===== src/inc/rsv_regs.svh =====
// rsv_regs.svh: offsets, field positions, reset values of the rail setup register bank
// assumes inclusion by bare name; definitions only
//
// Contract
// - reserved bits ignore writes and always read as zero
// - initial-slope bit 6 enables startup slope compensation before first pulse
// - initial-slope bits 5:0 hold slope current code, quarter microamp per count
// - initial slope voltage in millivolts equals code times 0.845
// - frequency bits 8:0 hold switching code, 10 kHz per count
// - uvlo rise bits 6:0 hold release threshold, 0.25 V per count
// - uvlo fall bits 6:0 hold trip threshold, 0.25 V per count
// - latch-off mode keeps regulation off until operation, enable toggle or power cycle
// - auto-retry mode stops while above threshold, restarts when input falls below
`ifndef RSV_REGS_SVH
`define RSV_REGS_SVH
`define RSV_OFS_SLOPE     8'h2c
`define RSV_OFS_FREQ      8'h33
`define RSV_OFS_UV_RISE   8'h35
`define RSV_OFS_UV_FALL   8'h36
`define RSV_OFS_OV        8'h55
`define RSV_SLOPE_EN_BIT  6
`define RSV_SLOPE_MASK    16'h007f
`define RSV_FREQ_MASK     16'h01ff
`define RSV_VIN_MASK      16'h007f
`define RSV_RST_SLOPE     16'h0000
`define RSV_RST_FREQ      16'h0032
`define RSV_RST_UV_RISE   16'h0020
`define RSV_RST_UV_FALL   16'h001c
`define RSV_RST_OV        16'h0040
// 0.845 scaled by 1000: mv_x1000 = code * 845
`define RSV_SLOPE_MV_MUL  10'h34d
`endif


===== src/inc/rsv_pkg.sv =====
// rsv_pkg.sv: types of the rail setup register bank
// assumes nothing beyond a SystemVerilog compiler
package rsv_pkg;
    typedef enum logic [1:0] {
        RSV_RUN     = 2'b00,
        RSV_LOCKOUT = 2'b01,
        RSV_OV_LATCH = 2'b10,
        RSV_OV_RETRY = 2'b11
    } rsv_state_e;
endpackage


===== src/inc/rsv_prot_if.sv =====
// rsv_prot_if.sv: thresholds and status between register bank and protection logic
// assumes one clock domain on both sides
`timescale 1ns/1ps
`default_nettype none
interface rsv_prot_if;
    logic [6:0] uv_rise;
    logic [6:0] uv_fall;
    logic [6:0] ov_level;
    logic       latch_mode;
    logic       restart;
    logic [6:0] vin_code;
    logic       run;
    logic       ov_trip;
    rsv_pkg::rsv_state_e state;
    modport bank (output uv_rise, uv_fall, ov_level, latch_mode, restart, vin_code,
                  input run, ov_trip, state);
    modport prot (input uv_rise, uv_fall, ov_level, latch_mode, restart, vin_code,
                  output run, ov_trip, state);
endinterface
`default_nettype wire


===== src/rsv_bank.sv =====
// rsv_bank.sv: rail setup and input protection register bank, top level
// assumes a bus engine presenting one-cycle write and read strobes with 8-bit command code
`timescale 1ns/1ps
`default_nettype none
`include "rsv_regs.svh"
module rsv_bank (
    input  wire logic        I_CLK,
    input  wire logic        I_RSTN,
    input  wire logic        i_WR,
    input  wire logic        i_RD,
    input  wire logic [7:0]  i_CMD,
    input  wire logic [15:0] i_WDATA,
    input  wire logic [6:0]  i_VIN_CODE,
    input  wire logic        i_OV_LATCH_MODE,
    input  wire logic        i_RESTART,
    output logic [15:0]      o_RDATA,
    output logic             o_RVALID,
    output logic             o_RERR,
    output logic             o_SLOPE_EN,
    output logic [5:0]       o_SLOPE_CODE,
    output logic [15:0]      o_SLOPE_MV_X1000,
    output logic [8:0]       o_FREQ_CODE,
    output logic             o_REG_RUN,
    output logic             o_OV_FAULT,
    output logic [1:0]       o_PROT_STATE
);
    logic [15:0] slope_reg;
    logic [15:0] freq_reg;
    logic [15:0] uv_rise_reg;
    logic [15:0] uv_fall_reg;
    logic [15:0] ov_reg;
    logic [15:0] rdata_next;
    logic        hit;
    logic        ov_fault_reg;
    logic        run_reg;
    logic [1:0]  state_reg;
    logic [15:0] mv_reg;

    rsv_prot_if pif ();

    wire sel_slope = i_CMD == `RSV_OFS_SLOPE;
    wire sel_freq  = i_CMD == `RSV_OFS_FREQ;
    wire sel_rise  = i_CMD == `RSV_OFS_UV_RISE;
    wire sel_fall  = i_CMD == `RSV_OFS_UV_FALL;
    wire sel_ov    = i_CMD == `RSV_OFS_OV;

    always_comb begin
        hit = 1'b1;
        if (sel_slope) begin
            rdata_next = slope_reg;
        end else if (sel_freq) begin
            rdata_next = freq_reg;
        end else if (sel_rise) begin
            rdata_next = uv_rise_reg;
        end else if (sel_fall) begin
            rdata_next = uv_fall_reg;
        end else if (sel_ov) begin
            rdata_next = ov_reg;
        end else begin
            rdata_next = 16'h0000;
            hit = 1'b0;
        end
    end

    // reserved bits masked at write so they can only ever read zero
    always_ff @(posedge I_CLK or negedge I_RSTN) begin
        if (!I_RSTN) begin
            slope_reg   <= `RSV_RST_SLOPE;
            freq_reg    <= `RSV_RST_FREQ;
            uv_rise_reg <= `RSV_RST_UV_RISE;
            uv_fall_reg <= `RSV_RST_UV_FALL;
            ov_reg      <= `RSV_RST_OV;
        end else if (i_WR) begin
            if (sel_slope) slope_reg <= i_WDATA & `RSV_SLOPE_MASK;
            if (sel_freq) freq_reg <= i_WDATA & `RSV_FREQ_MASK;
            if (sel_rise) uv_rise_reg <= i_WDATA & `RSV_VIN_MASK;
            if (sel_fall) uv_fall_reg <= i_WDATA & `RSV_VIN_MASK;
            if (sel_ov) ov_reg <= i_WDATA & `RSV_VIN_MASK;
        end
    end

    assign pif.uv_rise    = uv_rise_reg[6:0];
    assign pif.uv_fall    = uv_fall_reg[6:0];
    assign pif.ov_level   = ov_reg[6:0];
    assign pif.latch_mode = i_OV_LATCH_MODE;
    assign pif.restart    = i_RESTART;
    assign pif.vin_code   = i_VIN_CODE;

    rsv_prot u_prot (
        .i_clk  (I_CLK),
        .i_rstn (I_RSTN),
        .p      (pif.prot)
    );

    // fault flag is sticky until a read of the ov register; a new trip wins over the clear
    always_ff @(posedge I_CLK or negedge I_RSTN) begin
        if (!I_RSTN) begin
            o_RDATA      <= 16'h0000;
            o_RVALID     <= 1'b0;
            o_RERR       <= 1'b0;
            ov_fault_reg <= 1'b0;
            run_reg      <= 1'b0;
            state_reg    <= 2'b01;
            mv_reg       <= 16'h0000;
        end else begin
            o_RDATA      <= i_RD ? rdata_next : 16'h0000;
            o_RVALID     <= i_RD;
            o_RERR       <= (i_RD || i_WR) && !hit;
            ov_fault_reg <= pif.ov_trip | (ov_fault_reg & ~(i_RD & sel_ov));
            run_reg      <= pif.run;
            state_reg    <= pif.state;
            mv_reg       <= 16'(slope_reg[5:0] * `RSV_SLOPE_MV_MUL);
        end
    end

    assign o_SLOPE_EN       = slope_reg[`RSV_SLOPE_EN_BIT];
    assign o_SLOPE_CODE     = slope_reg[5:0];
    assign o_SLOPE_MV_X1000 = mv_reg;
    assign o_FREQ_CODE      = freq_reg[8:0];
    assign o_REG_RUN        = run_reg;
    assign o_OV_FAULT       = ov_fault_reg;
    assign o_PROT_STATE     = state_reg;
endmodule
`default_nettype wire


===== src/rsv_prot.sv =====
// rsv_prot.sv: input undervoltage lockout and overvoltage response state machine
// assumes vin code sampled in the same 0.25 V units as the thresholds
`timescale 1ns/1ps
`default_nettype none
module rsv_prot (
    input  wire logic   i_clk,
    input  wire logic   i_rstn,
    rsv_prot_if.prot    p
);
    rsv_pkg::rsv_state_e state_reg;
    rsv_pkg::rsv_state_e state_next;
    wire above_rise = p.vin_code > p.uv_rise;
    wire below_fall = p.vin_code < p.uv_fall;
    wire above_ov   = p.vin_code > p.ov_level;

    always_comb begin
        state_next = state_reg;
        case (state_reg)
            rsv_pkg::RSV_LOCKOUT: begin
                if (above_ov) begin
                    state_next = p.latch_mode ? rsv_pkg::RSV_OV_LATCH : rsv_pkg::RSV_OV_RETRY;
                end else if (above_rise) begin
                    state_next = rsv_pkg::RSV_RUN;
                end
            end
            rsv_pkg::RSV_RUN: begin
                if (above_ov) begin
                    state_next = p.latch_mode ? rsv_pkg::RSV_OV_LATCH : rsv_pkg::RSV_OV_RETRY;
                end else if (below_fall) begin
                    state_next = rsv_pkg::RSV_LOCKOUT;
                end
            end
            rsv_pkg::RSV_OV_LATCH: begin
                // only an explicit restart leaves, never the input falling
                if (p.restart) begin
                    state_next = rsv_pkg::RSV_LOCKOUT;
                end
            end
            rsv_pkg::RSV_OV_RETRY: begin
                if (!above_ov) begin
                    state_next = rsv_pkg::RSV_LOCKOUT;
                end
            end
            default: state_next = rsv_pkg::RSV_LOCKOUT;
        endcase
    end

    always_ff @(posedge i_clk or negedge i_rstn) begin
        if (!i_rstn) begin
            state_reg <= rsv_pkg::RSV_LOCKOUT;
        end else begin
            state_reg <= state_next;
        end
    end

    assign p.state   = state_reg;
    assign p.run     = state_reg == rsv_pkg::RSV_RUN;
    assign p.ov_trip = above_ov && (state_reg == rsv_pkg::RSV_RUN ||
                                    state_reg == rsv_pkg::RSV_LOCKOUT);
endmodule
`default_nettype wire


===== config.mk =====
export PLATFORM = sky130hd
export DESIGN_NAME = rsv_bank
export DESIGN_NICKNAME = d
export VERILOG_FILES = /design/src/inc/rsv_pkg.sv /design/src/inc/rsv_prot_if.sv /design/src/rsv_bank.sv /design/src/rsv_prot.sv
export VERILOG_INCLUDE_DIRS = /design/src /design/src/inc
export SDC_FILE = /design/constraint.sdc
export NUM_CORES = 1
export LEC_CHECK = 0
export ABC_AREA = 1
export BUFFER_PORTS_ARGS = -buffer_cell sky130_fd_sc_hd__buf_2
export CORE_MARGIN = 2
export CORE_UTILIZATION = 45
export DETAILED_ROUTE_END_ITERATION = 6
export GPL_TIMING_DRIVEN = 0
export MAX_ROUTING_LAYER = met4
export PLACE_DENSITY = 0.68
export SKIP_LAST_GASP = 1
export SYNTH_ARGS = -nofsm -noshare
export SYNTH_HDL_FRONTEND = slang
export SYNTH_SLANG_ARGS = --single-unit

===== constraint.sdc =====
create_clock -name I_CLK -period 3.7 [get_ports I_CLK]
set_input_delay 0.37 -clock I_CLK [delete_from_list [all_inputs] [get_ports I_CLK]]
set_output_delay 0.37 -clock I_CLK [all_outputs]
set_load 0.03 [all_outputs]

==> results of run 1 <==
-- cell type report --
class / instances / area share
Inverter: 69 / 0.0513
Clock inverter: 6 / 0.0173
Tap cell: 129 / 0.0319
Buffer: 16 / 0.0275
Timing Repair Buffer: 76 / 0.0758
Multi-Input combinational cell: 340 / 0.422
Sequential cell: 70 / 0.349
Clock buffer: 10 / 0.0253
-- metal layers --
layer	vias up	wire length [um]
met5	-	0
met4	0	151
met3	11	371
met2	79	4660
met1	1641	4350
li1	1740	-
-- power by group --
part           internal, W  switching, W
Combinational     0.000139      0.000286
Sequential        0.000845     0.0000435
Clock             0.000380      0.000305
-- layout by cell type, fill, tap and decap left out, drive strengths merged, types with 2 or more instances in the layout --
cell type and instances:
nand4 5, nor2 30, nor3 6, conb 7, nand3 20, o21ai 47, nand2 130, and2 2
xor2 6, clkinv 4, a21o 2, or2 2, xnor2 5, ha 49, a21oi 17, nor4 2
inv 69, dfstp 10, dfrtp 60, buf 90, clkbuf 12, bufinv 2, fa 6
-- worst paths after layout --
| check | start | to | slack (ps) | cells after the start |
|---|---|---|---|---|
| worst max-delay path | slope_reg[0]$_DFFE_PN0P_ | o_SLOPE_MV_X1000[13]$_DFF_PN0_ | 580 | 10 |
| worst min-delay path | I_RSTN | o_SLOPE_MV_X1000[10]$_DFF_PN0_ | 120 | 1 |
| worst max register to register | slope_reg[0]$_DFFE_PN0P_ | o_SLOPE_MV_X1000[13]$_DFF_PN0_ | 580 | 10 |
| worst min register to register | u_prot.p.state[0]$_DFFE_PN1P_ | o_PROT_STATE[0]$_DFF_PN1_ | 400 | 0 |
| max in group asynchronous | I_RSTN | ov_reg[4]$_DFFE_PN0P_ | 2980 | 1 |
| min in group I_CLK | i_RD | o_RVALID$_DFF_PN0_ | 220 | 1 |
-- worst register-to-register path: cells and delay by family (launching register included) --
family / cells / cell delay (ps)
adders and majority gates: 4 / 1470
DFF: 1 / 480
AOI/OAI and AO/OA: 3 / 570
and+or+nand+nor: 2 / 390
xor gates and xnor gates: 1 / 160
-- cell families after synthesis --
family / count (synthesis)
and+or+nand+nor: 198
adders and majority gates: 55
xor gates and xnor gates: 11
DFF: 70
other: 1
buffers and inverters: 85
AOI/OAI and AO/OA: 69
-- metrics by stage --
step	std cells	hold slack (ps)	instance area, um^2	util
2_1_floorplan	495	74.4	4290	-
3_3_place_gp	700	383	4840	0.523
3_5_place_dp	700	383	4840	0.524
4_1_cts	716	167	5050	0.547
5_1_grt	716	207	5050	0.547
6_report	716	124	5050	0.547
==> run summary, run 1 <==
The largest family of logic cells by synthesized area is simple AND/OR/NAND/NOR gates. The fraction of post-synthesis cell area in the top cell type by area is 0.351. Most prevalent standard cell on the critical path: sky130_fd_sc_hd__ha_1. The clock transition at the registers of the reported paths was 70 ps. The logs give 0 for the number of setup buffers added after CTS and 0 for the setup-violating endpoint count in the final report. 91 I/O pins were placed.

The met2 capacity usage during global routing came out at 0.336. The master cell of the clock root buffer is sky130_fd_sc_hd__clkbuf_8. Overall overflow remaining after global route: 0. Timing would allow up to 320 MHz. The simple-gate share of the synthesized area is 0.203. For the pin with the worst max-slew slack, the measured transition is 885 ps.

The layer flagged by global routing as most heavily used is met2. After the first detailed-routing iteration, the DRC count stood at 90. Among cell families on the critical path, the largest total delay comes from adder cells. After the last flow step, the layout net total stands at 674. The average size of a mapped cell is 8.74 um^2, and the number of nets with antenna violations after detailed routing is 0. The run gives 605 ps as the post-placement setup slack.

During synthesis, Yosys emitted a total of 0 warnings. Cell type with the highest aggregate area in the netlist: sky130_fd_sc_hd__dfrtp_1. After clock tree synthesis, the flow added hold-fix buffers numbering 0. Power comes to 0.00200 W.

The path type of the worst setup path was flip-flop to flip-flop. In this run the worst hold path is classified as input pin to async pin. The flow ran to the end, and the final reports show no timing, DRC or antenna violations. The pin count of the biggest net entering global routing was 71. The floorplan step set the die height to 101 um. After technology mapping, the gate count stands at 489. The relative slew slack came out at 0.410.

Final cycle utilization of the critical path: 0.844. The most frequently used cell type in the post-synthesis netlist is sky130_fd_sc_hd__nand2_1. Number of buffer and inverter instances along the worst setup path: 0. VDD sags by at most 0.210 mV. Share of flip-flops with an asynchronous set or reset: 1.00. The routed via count divided by cell count came out at 4.85. The first detailed-routing pass took 4 iterations. By count the netlist is led by 121 x sky130_fd_sc_hd__nand2_1, 68 x sky130_fd_sc_hd__inv_1, 60 x sky130_fd_sc_hd__dfrtp_1. The layout overhead on the synthesized area was 18.3%. The die width came out at 101 um. Global routing met1 resource utilization: 0.252. The logs give 3359 for the number of global-route vias before repair and 2.86 nW for the leakage power figure. In this run the tool buffered the top-level ports with 76 buffer cells. The starting density of the core was 0.462; the core region area was 0.00924 mm^2. The worst setup path is launched from a flip-flop. The count of pins over their slew limit is 0, and the area of the mapped netlist is 0.00427 mm^2. Counting flops and latches in the post-synthesis netlist gives 70. Of all nets on the critical path, the largest fanout is 7. The footprint of the flip-flops and latches is 0.00176 mm^2, and the quantity of gates resized following cts is 0. Ranked by total cell area, the synthesized netlist is headed by sky130_fd_sc_hd__dfrtp_1 35%, sky130_fd_sc_hd__ha_1 14%, sky130_fd_sc_hd__nand2_1 11%. The data arrival time of the critical path was 3400 ps; the count of max-cap constraint violations was 0. The clock tree synthesis step divided the H-tree into 3 levels.

The multi-input combinational cells in the finished layout cover a total of 0.00213 mm^2. After legalization and detailed placement, the total HPWL measured 7.47 mm. Clock network latency to the later pin of the worst-skew pair: 360 ps. The floorplan step defined a die boundary enclosing 0.0103 mm^2.

TritonCTS built the clock tree. Yosys mapped the design onto 36 distinct sky130hd cell types. In the routed design, unresolved DRC markers number 0. The total number of clock tree sinks is 70. The maximum number of buffers from clock root to sink was 2. The compound-gate portion of the synthesized area was 0.0961.

In this run, synthesis inferred 0 flip-flops with an integrated enable. Traced cell by cell, the critical path runs through ha_1, ha_1, or2_2, fa_1, ha_1, nand2_1, o21ai_0, a21oi_1, o21ai_0, xor2_1. The register with the most flip-flops in the layout has 16 of them. The floorplan has 35 rows. The proportion of synthesized area in mux cells is 0, and the final-report hold violation count is 0. The initial antenna violation count was 0. The most used flip-flop cell after synthesis is sky130_fd_sc_hd__dfrtp_1. The final route contains 3471 vias.

The met3 track demand over resource was 0.0338; the clock skew after layout was 11.5 ps. The mean routed wirelength per cell works out to 13.3 um. The first global-routing pass estimated 15.6 mm of wire. The tools report the required time at the endpoint of the critical path as 3980 ps. The slowest stage cell on the critical path was sky130_fd_sc_hd__fa_1.

Xor-xnor portion of the synthesized cell area: 0.0226. Setup repair after global routing left no endpoint under its margin. For this design the ratio of total power to cell area is 395 mW/mm^2.

The CTS buffer count was 9; the share of layout cells above drive strength 1 was 0.249. The sequential-to-total area share from yosys stat was 0.413. The worst setup path is captured at a flip-flop. After detailed routing, the total wire length is 9.53 mm.

In the final timing run, aggregate negative setup slack is 0 ps. The congestion estimate from routability-driven global placement came to 0.838. Subtracting the final worst setup slack from the clock period gives 3120 ps. The run gives 0.203 as the overall routing resource usage. The repair_antennas step left the layout with diodes totalling 0.

The adder and majority gate portion of the synthesized area is 0.172. The logs give 578 ps for the setup slack of the critical path after layout and 837 for the number of fill cells. The critical path's largest stage delay came out at 520 ps.
Power figures use the tool's default switching activity.
==> run 2: changes to the inputs <==
==> constraint.sdc (replaced) <==
create_clock -name I_CLK -period 2.9 [get_ports I_CLK]
set_input_delay 0.29 -clock I_CLK [delete_from_list [all_inputs] [get_ports I_CLK]]
set_output_delay 0.29 -clock I_CLK [all_outputs]
set_load 0.03 [all_outputs]
==> run 2 against run 1 <==
  * Combinational power up 36%
  * Sequential share of layout area fell by 0.98 points
  * First-iteration DRC count is 72% higher
  * Wire length grew 3.4%
  * Highest routed layer unchanged
  * Critical endpoint is now o_SLOPE_MV_X1000[12]$_DFF_PN0_
==> run summary, run 2 (synthesized netlist as in run 1, its figures left out) <==
The clock transition at the registers of the reported paths is 90 ps. Fraction of power consumed by the clock network: 0.310. In this run the remaining antenna-violating nets after routing total 0. The critical-path maximum fanout was 4; the switching power as a share of total power was 0.351. Internal power comes to 0.00161 W. H-tree depth: 3. Summing all non-filler instances in the final layout gives an area of 0.00522 mm^2. After detailed placement, the design holds a cell count of 700. The DRC violation total after the first TritonRoute iteration was 155. The pre-antenna-repair detailed-routing pass consisted of 4 iterations.

Input and output buffers added on the ports amount to 76. The run finished with clean final reports. The minimum clock period after layout was 2830 ps; the die width was 101 um. The power after layout is 0.00248 W. For this design the ratio of total power to cell area is 474 mW/mm^2. For the first-pass GRT wire length, the log shows 16.0 mm. The overall routing resource usage was 0.206; the final cycle utilization of the critical path was 0.976. The number of global-route vias before repair was 3370. The tightest min-delay check is of the input pin to async pin type. The initial antenna violation count is 0, and the number of buffers inserted for hold repair after clock tree synthesis is 0. At the end of routability-driven placement, the weighted congestion stood at 0.880. The tools report the total number of clock tree sinks as 70. The run gives 0.0103 mm^2 as the die footprint.

Antenna diode count: 0. For this run, the number of standard cells in the final layout without fillers is 729. The leading cell type in the layout, fill and taps excluded was sky130_fd_sc_hd__nand2_1.

The HPWL after detailed placement is 7.54 mm, and the number of flip-flops in the largest register is 16. In the routed design, unresolved DRC markers number 0. The core region area was 0.00924 mm^2. Layout overhead on the synthesized area: 22.2%. The leakage power figure was 2.89 nW; the via count of the routed design was 3522. Final-report hold violation count: 0. The share of layout cells above drive strength 1 is 0.307, and the count of pins over their slew limit is 0.

After the last flow step, the layout net total stands at 687. The routed via count divided by cell count was 4.83; the data arrival time of the critical path was 3080 ps. The initialized floorplan defines 35 standard-cell rows. The relative slew slack is 0.417. The longest clock path from root to sink contains 2 buffers.

TritonCTS built the clock tree. Path type of the worst setup path: flip-flop to flip-flop. Data on the critical path is required at its endpoint by 3150 ps. Entering global routing, the biggest net connects 71 pins.

The tools report the total routed wirelength as 9.86 mm. The worst setup path is launched from a flip-flop. Setup violations remaining at the end of the flow were counted as 0. The mean routed wirelength per cell was 13.5 um; the top-level I/O count was 91. The die outline height is 101 um. The CTS buffer count came out at 9. The part of the power in registers was 0.456; the combinational power share was 0.234.

For the pin with the worst max-slew slack, the measured transition is 875 ps. Summed over all nets, the switching power comes to 0.000870 W. The overall overflow remaining after global route was 0. In the layout the commonest cells are 120 x sky130_fd_sc_hd__nand2_1, 75 x sky130_fd_sc_hd__buf_2, 68 x sky130_fd_sc_hd__inv_1, 54 x sky130_fd_sc_hd__dfrtp_1, 43 x sky130_fd_sc_hd__ha_1. On the final layout, the worst clock skew is 10.5 ps. VDD sags by at most 0.278 mV.

The sum of negative setup slack was 0 ps; the starting density of the core was 0.462. For the clock network latency to the later pin of the worst-skew pair, the log shows 360 ps. The final worst hold slack is 45.0 ps.

The tools report the timing-limited maximum frequency as 353 MHz. The count of max-cap constraint violations was 0. The cell area after placement came out at 0.00484 mm^2. CTS placed an instance of sky130_fd_sc_hd__clkbuf_8 at the clock tree root.

The worst setup path is captured at a flip-flop.
-- run 2: routing by layer --
layer | vias up | GRT usage | wire length (um)
li1 | 1776 | - | -
met3 | 8 | 0.0386 | 422
met4 | 0 | 0.0676 | 108
met2 | 82 | 0.330 | 4960
met1 | 1656 | 0.263 | 4370
met5 | - | - | 0
-- run 2: path summary, 6_finish.rpt --
path,slack (ps),end,startpoint,cells past startpoint
min reg2reg,390,o_PROT_STATE[0]$_DFF_PN1_,u_prot.p.state[0]$_DFFE_PN1P_,0
max reg2reg,70,o_SLOPE_MV_X1000[12]$_DFF_PN0_,slope_reg[0]$_DFFE_PN0P_,12
max in group asynchronous,2230,slope_reg[4]$_DFFE_PN0P_,I_RSTN,1
min,50,o_SLOPE_MV_X1000[10]$_DFF_PN0_,I_RSTN,1
min in group I_CLK,130,o_RVALID$_DFF_PN0_,i_RD,1
max,70,o_SLOPE_MV_X1000[12]$_DFF_PN0_,slope_reg[0]$_DFFE_PN0P_,12
-- run 2: area by class of cell --
cell class	count	area (um^2)
Timing Repair Buffer	89	480
Fill cell	840	4020
Inverter	69	259
Tap cell	129	161
Clock inverter	7	61.3
Buffer	16	139
Clock buffer	9	124
Multi-Input combinational cell	340	2220
Sequential cell	70	1770
-- run 2: power by group through the flow --
stage / combinational, W / sequential, W / clock (W)
final: 0.000579 / 0.00113 / 0.000768
after global routing: 0.000648 / 0.00114 / 0.000820
after CTS: 0.000572 / 0.00113 / 0.000782
after detailed placement: 0.000549 / 0.00115 / 0
after global placement: 0.000533 / 0.00115 / 0
after floorplan: 0.000249 / 0.00127 / 0
-- run 2: worst max-delay path: stages, from the launching register on --
cell	delay [ps]
sky130_fd_sc_hd__dfrtp_2	430
sky130_fd_sc_hd__buf_4	150
sky130_fd_sc_hd__ha_1	290
sky130_fd_sc_hd__ha_1	200
sky130_fd_sc_hd__fa_1	570
sky130_fd_sc_hd__ha_2	220
sky130_fd_sc_hd__inv_1	60
sky130_fd_sc_hd__fa_2	370
sky130_fd_sc_hd__inv_1	100
sky130_fd_sc_hd__a21oi_2	60
sky130_fd_sc_hd__nor2_1	90
sky130_fd_sc_hd__nor2_1	60
sky130_fd_sc_hd__xnor2_1	110
-- run 2: stage by stage --
step                       util  worst slack, ps
after floorplan               -             17.1
after global placement    0.524             -129
after detailed placement  0.524             -150
after CTS                 0.556             3.16
after global routing      0.565            -21.7
final                     0.565             69.1
-- run 2: timing repair --
action                                  in CTS  in global routing
buffers inserted                             8                  5
endpoints found under the setup margin       6                  6
endpoints found under the hold margin        0                  0
resized for setup                           10                 15
pin swaps                                    2                  2
